## config.mk

```make
export PLATFORM = sky130hd
export DESIGN_NAME = cer_reporter
export DESIGN_NICKNAME = d
export VERILOG_FILES = /design/src/cer_pkg.sv /design/src/cer_reporter.sv /design/src/cer_event_flag.sv
export SDC_FILE = /design/constraint.sdc
export NUM_CORES = 1
export LEC_CHECK = 0
export BUFFER_PORTS_ARGS = -buffer_cell sky130_fd_sc_hd__buf_2
export CAP_MARGIN = 15
export CORE_UTILIZATION = 51
export DETAILED_ROUTE_END_ITERATION = 8
export HOLD_SLACK_MARGIN = 0.05
export PLACE_DENSITY = 0.78
export SKIP_CTS_REPAIR_TIMING = 1
export SKIP_LAST_GASP = 1
export SLEW_MARGIN = 20
export SYNTH_ARGS = -nofsm -noshare
export SYNTH_HDL_FRONTEND = slang
export SYNTH_SLANG_ARGS = --single-unit
```

## constraint.sdc

```tcl
create_clock -name clk_i -period 3.8 [get_ports clk_i]
set_clock_uncertainty 0.2 [all_clocks]
set_input_delay 0.76 -clock clk_i [delete_from_list [all_inputs] [get_ports clk_i]]
set_output_delay 0.76 -clock clk_i [all_outputs]
set_load 0.1 [all_outputs]
```

## src/cer_pkg.sv

```systemverilog
package cer_pkg;

  // ==========================================================
  // emergency states
  typedef enum logic {
    CER_ERR_FREE,
    CER_ERR_PRESENT
  } cer_emcy_state_t;

  // ==========================================================
  // frame layout
  localparam logic [10:0] CER_EMCY_ID_BASE = 11'h080;
  localparam logic [3:0]  CER_EMCY_DLC     = 4'h8;

  // ==========================================================
  // module alarm codes
  localparam logic [15:0] CER_EC_FIRST   = 16'hff01;
  localparam logic [15:0] CER_EC_PARTIAL = 16'hff02;
  localparam logic [15:0] CER_EC_FURTHER = 16'hff03;
  localparam logic [15:0] CER_EC_CLEAR   = 16'h0000;
  localparam logic [7:0]  CER_REG_MODULE = 8'h81;
  localparam logic [7:0]  CER_REG_NONE   = 8'h00;
  localparam logic [7:0]  CER_REG_COMM   = 8'h11;

  // ==========================================================
  // can fault table, index is priority (0 highest)
  localparam int CER_FLT_NUM     = 6;
  localparam int CER_FLT_INIT    = 0;
  localparam int CER_FLT_BUS_OFF = 1;
  localparam int CER_FLT_GUARD   = 2;
  localparam int CER_FLT_PASSIVE = 3;
  localparam int CER_FLT_TX_OVF  = 4;
  localparam int CER_FLT_RX_OVF  = 5;

  localparam logic [15:0] CER_IBUS_CODE [CER_FLT_NUM] = '{
    16'hc507, 16'h4504, 16'h4508, 16'h4503, 16'h4506, 16'h4501};
  localparam logic [15:0] CER_FLT_EMCY [CER_FLT_NUM] = '{
    16'h0000, 16'h0000, 16'h8130, 16'h8120, 16'h8110, 16'h8110};
  localparam logic CER_FLT_SENDS [CER_FLT_NUM] = '{
    1'b0, 1'b0, 1'b1, 1'b1, 1'b1, 1'b1};
  localparam logic [7:0] CER_FLT_BYTE1 [CER_FLT_NUM] = '{
    8'h00, 8'h00, 8'h00, 8'h00, 8'h02, 8'h01};

  // byte order on the wire: code lo, code hi, register, index, diag
  function automatic logic [63:0] cer_frame(input logic [15:0] code,
                                            input logic [7:0]  regv,
                                            input logic [7:0]  idx,
                                            input logic [31:0] diag);
    cer_frame = {diag, idx, regv, code[15:8], code[7:0]};
  endfunction

endpackage

```

## src/cer_reporter.sv

```systemverilog
`timescale 1ns/10ps
module cer_reporter #(
  parameter int MOD_SLOTS = 32
) (
  // clock and reset
  input  wire logic        clk_i,
  input  wire logic        reset_n_i,
  // own node address
  input  wire logic [6:0]  node_addr_i,
  // module alarm events
  input  wire logic        mod_valid_i,
  input  wire logic        mod_incoming_i,
  input  wire logic [7:0]  mod_idx_i,
  input  wire logic [31:0] mod_diag_i,
  output logic             mod_ready_o,
  // can controller faults
  input  wire logic        rx_ovf_i,
  input  wire logic        err_passive_i,
  input  wire logic        bus_off_i,
  input  wire logic        tx_ovf_i,
  input  wire logic        init_fail_i,
  input  wire logic        guard_lost_i,
  // emergency frame toward can transmitter
  output logic             emcy_valid_o,
  input  wire logic        emcy_ready_i,
  output logic [10:0]      emcy_id_o,
  output logic [3:0]       emcy_dlc_o,
  output logic [63:0]      emcy_data_o,
  // internal module bus error report
  output logic             ibus_err_valid_o,
  output logic [15:0]      ibus_err_code_o,
  // error history entry
  output logic             hist_valid_o,
  output logic [31:0]      hist_data_o,
  // emergency state
  output logic             err_present_o
);

  localparam int IW = (MOD_SLOTS > 1) ? $clog2(MOD_SLOTS) : 1;

  // ==========================================================
  // parameter check
  if (MOD_SLOTS < 2 || MOD_SLOTS > 256 ||
      (MOD_SLOTS & (MOD_SLOTS - 1)) != 0) begin : g_bad_slots
    $error("MOD_SLOTS must be a power of two from 2 to 256");
  end

  // ==========================================================
  // state
  typedef struct packed {
    cer_pkg::cer_emcy_state_t state;
    logic [MOD_SLOTS-1:0]     pend;
    logic                     mod_ready;
    logic                     emcy_valid;
    logic [10:0]              emcy_id;
    logic [63:0]              emcy_data;
    logic                     ibus_valid;
    logic [15:0]              ibus_code;
    logic                     hist_valid;
    logic [31:0]              hist_data;
  } cer_rep_state_t;

  cer_rep_state_t s_r;
  cer_rep_state_t s_nxt;

  // ==========================================================
  // fault flags
  logic [cer_pkg::CER_FLT_NUM-1:0] flt_in;
  logic [cer_pkg::CER_FLT_NUM-1:0] flt_pend;
  logic [cer_pkg::CER_FLT_NUM-1:0] flt_grant;

  assign flt_in[cer_pkg::CER_FLT_INIT]    = init_fail_i;
  assign flt_in[cer_pkg::CER_FLT_BUS_OFF] = bus_off_i;
  assign flt_in[cer_pkg::CER_FLT_GUARD]   = guard_lost_i;
  assign flt_in[cer_pkg::CER_FLT_PASSIVE] = err_passive_i;
  assign flt_in[cer_pkg::CER_FLT_TX_OVF]  = tx_ovf_i;
  assign flt_in[cer_pkg::CER_FLT_RX_OVF]  = rx_ovf_i;

  for (genvar g = 0; g < cer_pkg::CER_FLT_NUM; g++) begin : g_flt
    cer_event_flag u_flag (
      .clk_i     (clk_i),
      .reset_n_i (reset_n_i),
      .set_i     (flt_in[g]),
      .clr_i     (flt_grant[g]),
      .flag_o    (flt_pend[g])
    );
  end

  // ==========================================================
  // event handling
  logic                 slot_free;
  logic                 take_mod;
  logic                 idx_ok;
  logic [IW-1:0]        idx;
  logic [MOD_SLOTS-1:0] pend_after;
  logic [10:0]          frame_id;
  int                   sel;

  assign idx_ok    = ({1'b0, mod_idx_i} < 9'(MOD_SLOTS));
  assign idx       = mod_idx_i[IW-1:0];
  assign slot_free = !s_r.emcy_valid || emcy_ready_i;
  assign take_mod  = mod_valid_i && s_r.mod_ready;
  assign frame_id  = cer_pkg::CER_EMCY_ID_BASE + {4'h0, node_addr_i};

  always_comb begin
    s_nxt            = s_r;
    s_nxt.ibus_valid = 1'b0;
    s_nxt.hist_valid = 1'b0;
    flt_grant        = '0;
    pend_after       = s_r.pend;
    sel              = 0;
    if (s_r.emcy_valid && emcy_ready_i) begin
      s_nxt.emcy_valid = 1'b0;
    end
    if (take_mod) begin
      if (idx_ok && mod_incoming_i) begin
        pend_after[idx] = 1'b1;
        s_nxt.pend      = pend_after;
        s_nxt.state     = cer_pkg::CER_ERR_PRESENT;
        s_nxt.emcy_valid = 1'b1;
        s_nxt.emcy_id   = frame_id;
        if (s_r.state == cer_pkg::CER_ERR_FREE) begin
          s_nxt.emcy_data = cer_pkg::cer_frame(cer_pkg::CER_EC_FIRST,
            cer_pkg::CER_REG_MODULE, mod_idx_i, mod_diag_i);
        end else begin
          s_nxt.emcy_data = cer_pkg::cer_frame(cer_pkg::CER_EC_FURTHER,
            cer_pkg::CER_REG_MODULE, mod_idx_i, mod_diag_i);
        end
        s_nxt.hist_valid = 1'b1;
        s_nxt.hist_data  = mod_diag_i;
      end else if (idx_ok && s_r.pend[idx]) begin
        pend_after[idx]  = 1'b0;
        s_nxt.pend       = pend_after;
        s_nxt.emcy_valid = 1'b1;
        s_nxt.emcy_id    = frame_id;
        if (|pend_after) begin
          s_nxt.emcy_data = cer_pkg::cer_frame(cer_pkg::CER_EC_PARTIAL,
            cer_pkg::CER_REG_MODULE, mod_idx_i, mod_diag_i);
          s_nxt.hist_valid = 1'b1;
          s_nxt.hist_data  = mod_diag_i;
        end else begin
          s_nxt.state     = cer_pkg::CER_ERR_FREE;
          s_nxt.emcy_data = cer_pkg::cer_frame(cer_pkg::CER_EC_CLEAR,
            cer_pkg::CER_REG_NONE, 8'h00, 32'h0000_0000);
        end
      end
    end else if (slot_free && (|flt_pend)) begin
      for (int i = cer_pkg::CER_FLT_NUM - 1; i >= 0; i--) begin
        if (flt_pend[i]) begin
          sel = i;
        end
      end
      flt_grant[sel]   = 1'b1;
      s_nxt.ibus_valid = 1'b1;
      s_nxt.ibus_code  = cer_pkg::CER_IBUS_CODE[sel];
      if (cer_pkg::CER_FLT_SENDS[sel]) begin
        s_nxt.emcy_valid = 1'b1;
        s_nxt.emcy_id    = frame_id;
        s_nxt.emcy_data  = cer_pkg::cer_frame(cer_pkg::CER_FLT_EMCY[sel],
          cer_pkg::CER_REG_COMM, cer_pkg::CER_FLT_BYTE1[sel], 32'h0000_0000);
      end
    end
    // faults go first; a module event waits for an empty slot
    s_nxt.mod_ready = !s_nxt.emcy_valid &&
                      ((flt_pend & ~flt_grant) == '0) && (flt_in == '0);
  end

  always_ff @(posedge clk_i or negedge reset_n_i) begin
    if (!reset_n_i) begin
      s_r <= '0;
    end else begin
      s_r <= s_nxt;
    end
  end

  // ==========================================================
  // outputs
  assign mod_ready_o      = s_r.mod_ready;
  assign emcy_valid_o     = s_r.emcy_valid;
  assign emcy_id_o        = s_r.emcy_id;
  assign emcy_dlc_o       = cer_pkg::CER_EMCY_DLC;
  assign emcy_data_o      = s_r.emcy_data;
  assign ibus_err_valid_o = s_r.ibus_valid;
  assign ibus_err_code_o  = s_r.ibus_code;
  assign hist_valid_o     = s_r.hist_valid;
  assign hist_data_o      = s_r.hist_data;
  assign err_present_o    = (s_r.state == cer_pkg::CER_ERR_PRESENT);

  logic take_in;
  logic take_out;
  assign take_in  = take_mod && idx_ok && mod_incoming_i;
  assign take_out = take_mod && idx_ok && !mod_incoming_i && s_r.pend[idx];

  // ==========================================================
  // fault mapping checks
  logic any_grant;
  assign any_grant = |flt_grant;
endmodule

```

## src/cer_event_flag.sv

```systemverilog
`timescale 1ns/10ps
module cer_event_flag (
  // clock and reset
  input  wire logic clk_i,
  input  wire logic reset_n_i,
  // event in, service clear
  input  wire logic set_i,
  input  wire logic clr_i,
  // pending flag
  output logic      flag_o
);

  typedef struct packed {
    logic flag;
  } cer_flag_state_t;

  cer_flag_state_t s_r;
  cer_flag_state_t s_nxt;

  // set wins over a clear in the same cycle
  always_comb begin
    s_nxt      = s_r;
    s_nxt.flag = set_i | (s_r.flag & ~clr_i);
  end

  always_ff @(posedge clk_i or negedge reset_n_i) begin
    if (!reset_n_i) begin
      s_r <= '0;
    end else begin
      s_r <= s_nxt;
    end
  end

  assign flag_o = s_r.flag;

endmodule

```

==> impl_metrics.env <==
export IMPL_die_h_um=119.5
export IMPL_ys_ff_latch=136
export IMPL_setup_violations=0
export IMPL_synthMuxAreaShare=0.1063
export IMPL_dpl_hpwl_um=12450
export IMPL_fin_ws_ns=0.4018
export IMPL_worst_slew_pin_transition_ns=0.8072
export IMPL_leakagePower_nw=4.092
export IMPL_synth_edf_count=0
export IMPL_yosys_area_share_adder=0.003556
export IMPL_critPathMaxFanout=29
export IMPL_ys_types=56
export IMPL_worstPathArrival_ns=3.50
export IMPL_final_util=0.5951
export IMPL_min_period_ns=3.398
export IMPL_synthXorXnorAreaFrac=0
export IMPL_wl_per_cell_um=19.22
export IMPL_clk_pin_slew_ns=0.06
export IMPL_critPathMaxStageDelay_ns=0.49
export IMPL_crit_chain="buf_2 -> or3b_2 -> a211oi_1 -> o211ai_1 -> nor4_1 -> nand4_1 -> o21bai_4 -> buf_12 -> mux2_2"
export IMPL_required_ns=3.90
export IMPL_synth_top_family_by_area="buffers and inverters"
export IMPL_syn_inst=635
export IMPL_cts_max_level=4
export IMPL_p_per_area_nw_per_um2=477.3
export IMPL_ys_seq_area_frac=0.4836
export IMPL_peakVddDrop_uv=547.9
export IMPL_cp_depth=9
export IMPL_ff2ff_path_depth=8
export IMPL_synth_area_per_cell_sq_um=11.08
export IMPL_core_sq_um=13350
export IMPL_pin_count=190
export IMPL_gp_congestion=0.9458
export IMPL_die_area_sq_um=14270
export IMPL_port_buffers=165
export IMPL_drc_errors=0
export IMPL_worst_path_buf_inv=2
export IMPL_die_x_um=119.5
export IMPL_fill_cells=1130
export IMPL_clk_path_buf_depth=2
export IMPL_start_util=0.5272
export IMPL_grt_pass1_wl_um=27930
export IMPL_hold_viol=0
export IMPL_diodes=0
export IMPL_crit_family="simple AND/OR/NAND/NOR gates"
export IMPL_cts_tree="done"
export IMPL_routed_wl_um=17350
export IMPL_synth_warnings=0
export IMPL_cp_end_kind="flip-flop"
export IMPL_vias=5075
export IMPL_drtIter0Drc=336
export IMPL_cts_sinks=136
export IMPL_power_mw=3.791
export IMPL_clkLatencyLatePin_ns=0.42
export IMPL_postSynth_asyncResetShare=1.000
export IMPL_nets=774
export IMPL_grt_antenna_before_repair=0
export IMPL_netlist_area_sq_um=7037
export IMPL_start_kind="input pin"
export IMPL_cap_viol_max_count=0
export IMPL_drt_first_pass_iters=4
export IMPL_min_period_over_period=0.8943
export IMPL_grt_pass1_vias=5187
export IMPL_fmax_mhz=294.3
export IMPL_overflow=0
export IMPL_core_rowCount=42
export IMPL_critPathSlowestCell="or3b_2"
export IMPL_ys_flop_type="dfrtp_1"
export IMPL_dp_worst_setup_slack_ns=0.03999
export IMPL_drive_gt1_frac=0.4099
export IMPL_cts_root_buffer="clkbuf_16"
export IMPL_status="complete, no violations"
export IMPL_final_max_slew_viol_count=0
export IMPL_rsz0062_at_grt="false"
export IMPL_track_usage=0.2579
export IMPL_post_drt_via_cell_ratio=5.620
export IMPL_synth_compound_area_share=0.1437
export IMPL_ant_nets=0
export IMPL_worstHoldPathType="in2async"
export IMPL_yosys_area_share_simple=0.09371
export IMPL_maxSlewHeadroom=0.4573
export IMPL_grt_max_degree=77
export IMPL_setup_worst_path_class="in2reg"
export IMPL_cts_buffers=17
export IMPL_area_delta_synth_final_pct=12.87
export IMPL_tns_ns=0
worst reg2reg max path, delay by kind of cell, from the launching register on:
family                 cells  cell delay [ns]
flip-flops                 1             0.42
AND/OR/NAND/NOR            3             1.05
buffers and inverters      1             0.23
AO/OA/AOI/OAI              3             0.68
multiplexers               1             0.38
stage by stage:
stage,area (sq um),hold slack (ns),instances
CTS,7943,0.1771,903
global placement,7351,0.2459,871
global route,7943,0.1864,903
detailed placement,7351,0.2479,871
finish,7943,0.1628,903
floorplan,7119,0.2359,657
Yosys cell counts, types with 5 or more instances:
library cell  count  area share
clkbuf_1         16      0.0085
o21ai_0          27       0.019
a21o_1            7      0.0075
nor4_1            7      0.0062
o22ai_1           6      0.0053
o31ai_1          22       0.023
nand2_1          15      0.0080
buf_2            15       0.011
nor2_1           17      0.0091
a22o_1           36       0.045
nand3_1           6      0.0043
mux2i_1          14       0.020
inv_1             9      0.0048
or3_1             6      0.0053
a21oi_1           6      0.0043
buf_4           131        0.14
o32ai_1           5      0.0062
nand2b_1         11      0.0098
mux2_2           52       0.083
dfrtp_1         136        0.48
nor3_1           27       0.019
final timing paths:
| check | start | slack [ns] | to |
|---|---|---|---|
| max | mod_idx_i[1] | 0.40 | hist_data_o[17]$_DFFE_PN0P_ |
| min reg2reg | emcy_data_o[0]$_DFFE_PN0P_ | 0.27 | emcy_data_o[0]$_DFFE_PN0P_ |
| max in group asynchronous | reset_n_i | 2.42 | s_r[148]$_DFFE_PN0P_ |
| min | reset_n_i | 0.16 | emcy_data_o[39]$_DFFE_PN0P_ |
| max reg2reg | s_r[155]$_DFFE_PN0P_ | 0.73 | hist_data_o[17]$_DFFE_PN0P_ |
| min in group clk_i | emcy_data_o[0]$_DFFE_PN0P_ | 0.27 | emcy_data_o[0]$_DFFE_PN0P_ |
kinds of logic (layout without fill, tap and decap cells):
family / count (synthesis) / count (layout)
AOI/OAI and AO/OA: 135 / 135
adders and majority gates: 2 / 2
buffers and inverters: 175 / 245
DFF: 136 / 136
and+or+nand+nor: 118 / 118
muxes: 67 / 67
other: 2 / 24
state kept, by name (all words and copies together) (netlist names):
signal and cells:
g_flt.u_flag.flag_o 6, hist_valid_o 1, emcy_data_o 47, emcy_id_o 8
mod_ready_o 1, emcy_valid_o 1, err_present_o 1, ibus_err_valid_o 1
s_r 32, hist_data_o 32, ibus_err_code_o 6
cells in the final DEF (no fill, tap or decap), drive strengths merged, types with 5 or more instances in the layout:
cell type  instances
or3b               5
or3                6
o22ai              6
inv               12
a21oi              6
clkinv             5
nor3              27
clkbuf            22
a22o              36
nor4               7
conb              24
nand2             15
nor2              17
mux2i             14
dfrtp            136
nand2b            12
o31ai             23
a21o               7
buf              203
mux2              52
o32ai              5
o21ai             28
nand3              6
final cells by class:
type / instances / area [sq um] / area share
Inverter: 10 / 37.54 / 0.004726
Clock buffer: 22 / 474.2 / 0.05970
Multi-Input combinational cell: 346 / 2535 / 0.3192
Sequential cell: 136 / 3403 / 0.4285
Clock inverter: 10 / 117.6 / 0.01481
Tap cell: 176 / 220.2 / 0.02773
Timing Repair Buffer: 203 / 1155 / 0.1454
metal layers:
layer / up-vias / track usage / wire length (um)
li1: 2297 / - / -
met3: 43 / 0.06178 / 1118
met5: - / 0 / 0
met2: 212 / 0.4162 / 8521
met4: 0 / 0.1242 / 559
met1: 2523 / 0.3249 / 7154
power breakdown:
| group | internal (mW) | switching (mW) |
|---|---|---|
| Combinational | 0.113 | 0.525 |
| Sequential | 1.49 | 0.0230 |
| Clock | 1.02 | 0.622 |
No activity file was read; power rests on OpenSTA's default activity.
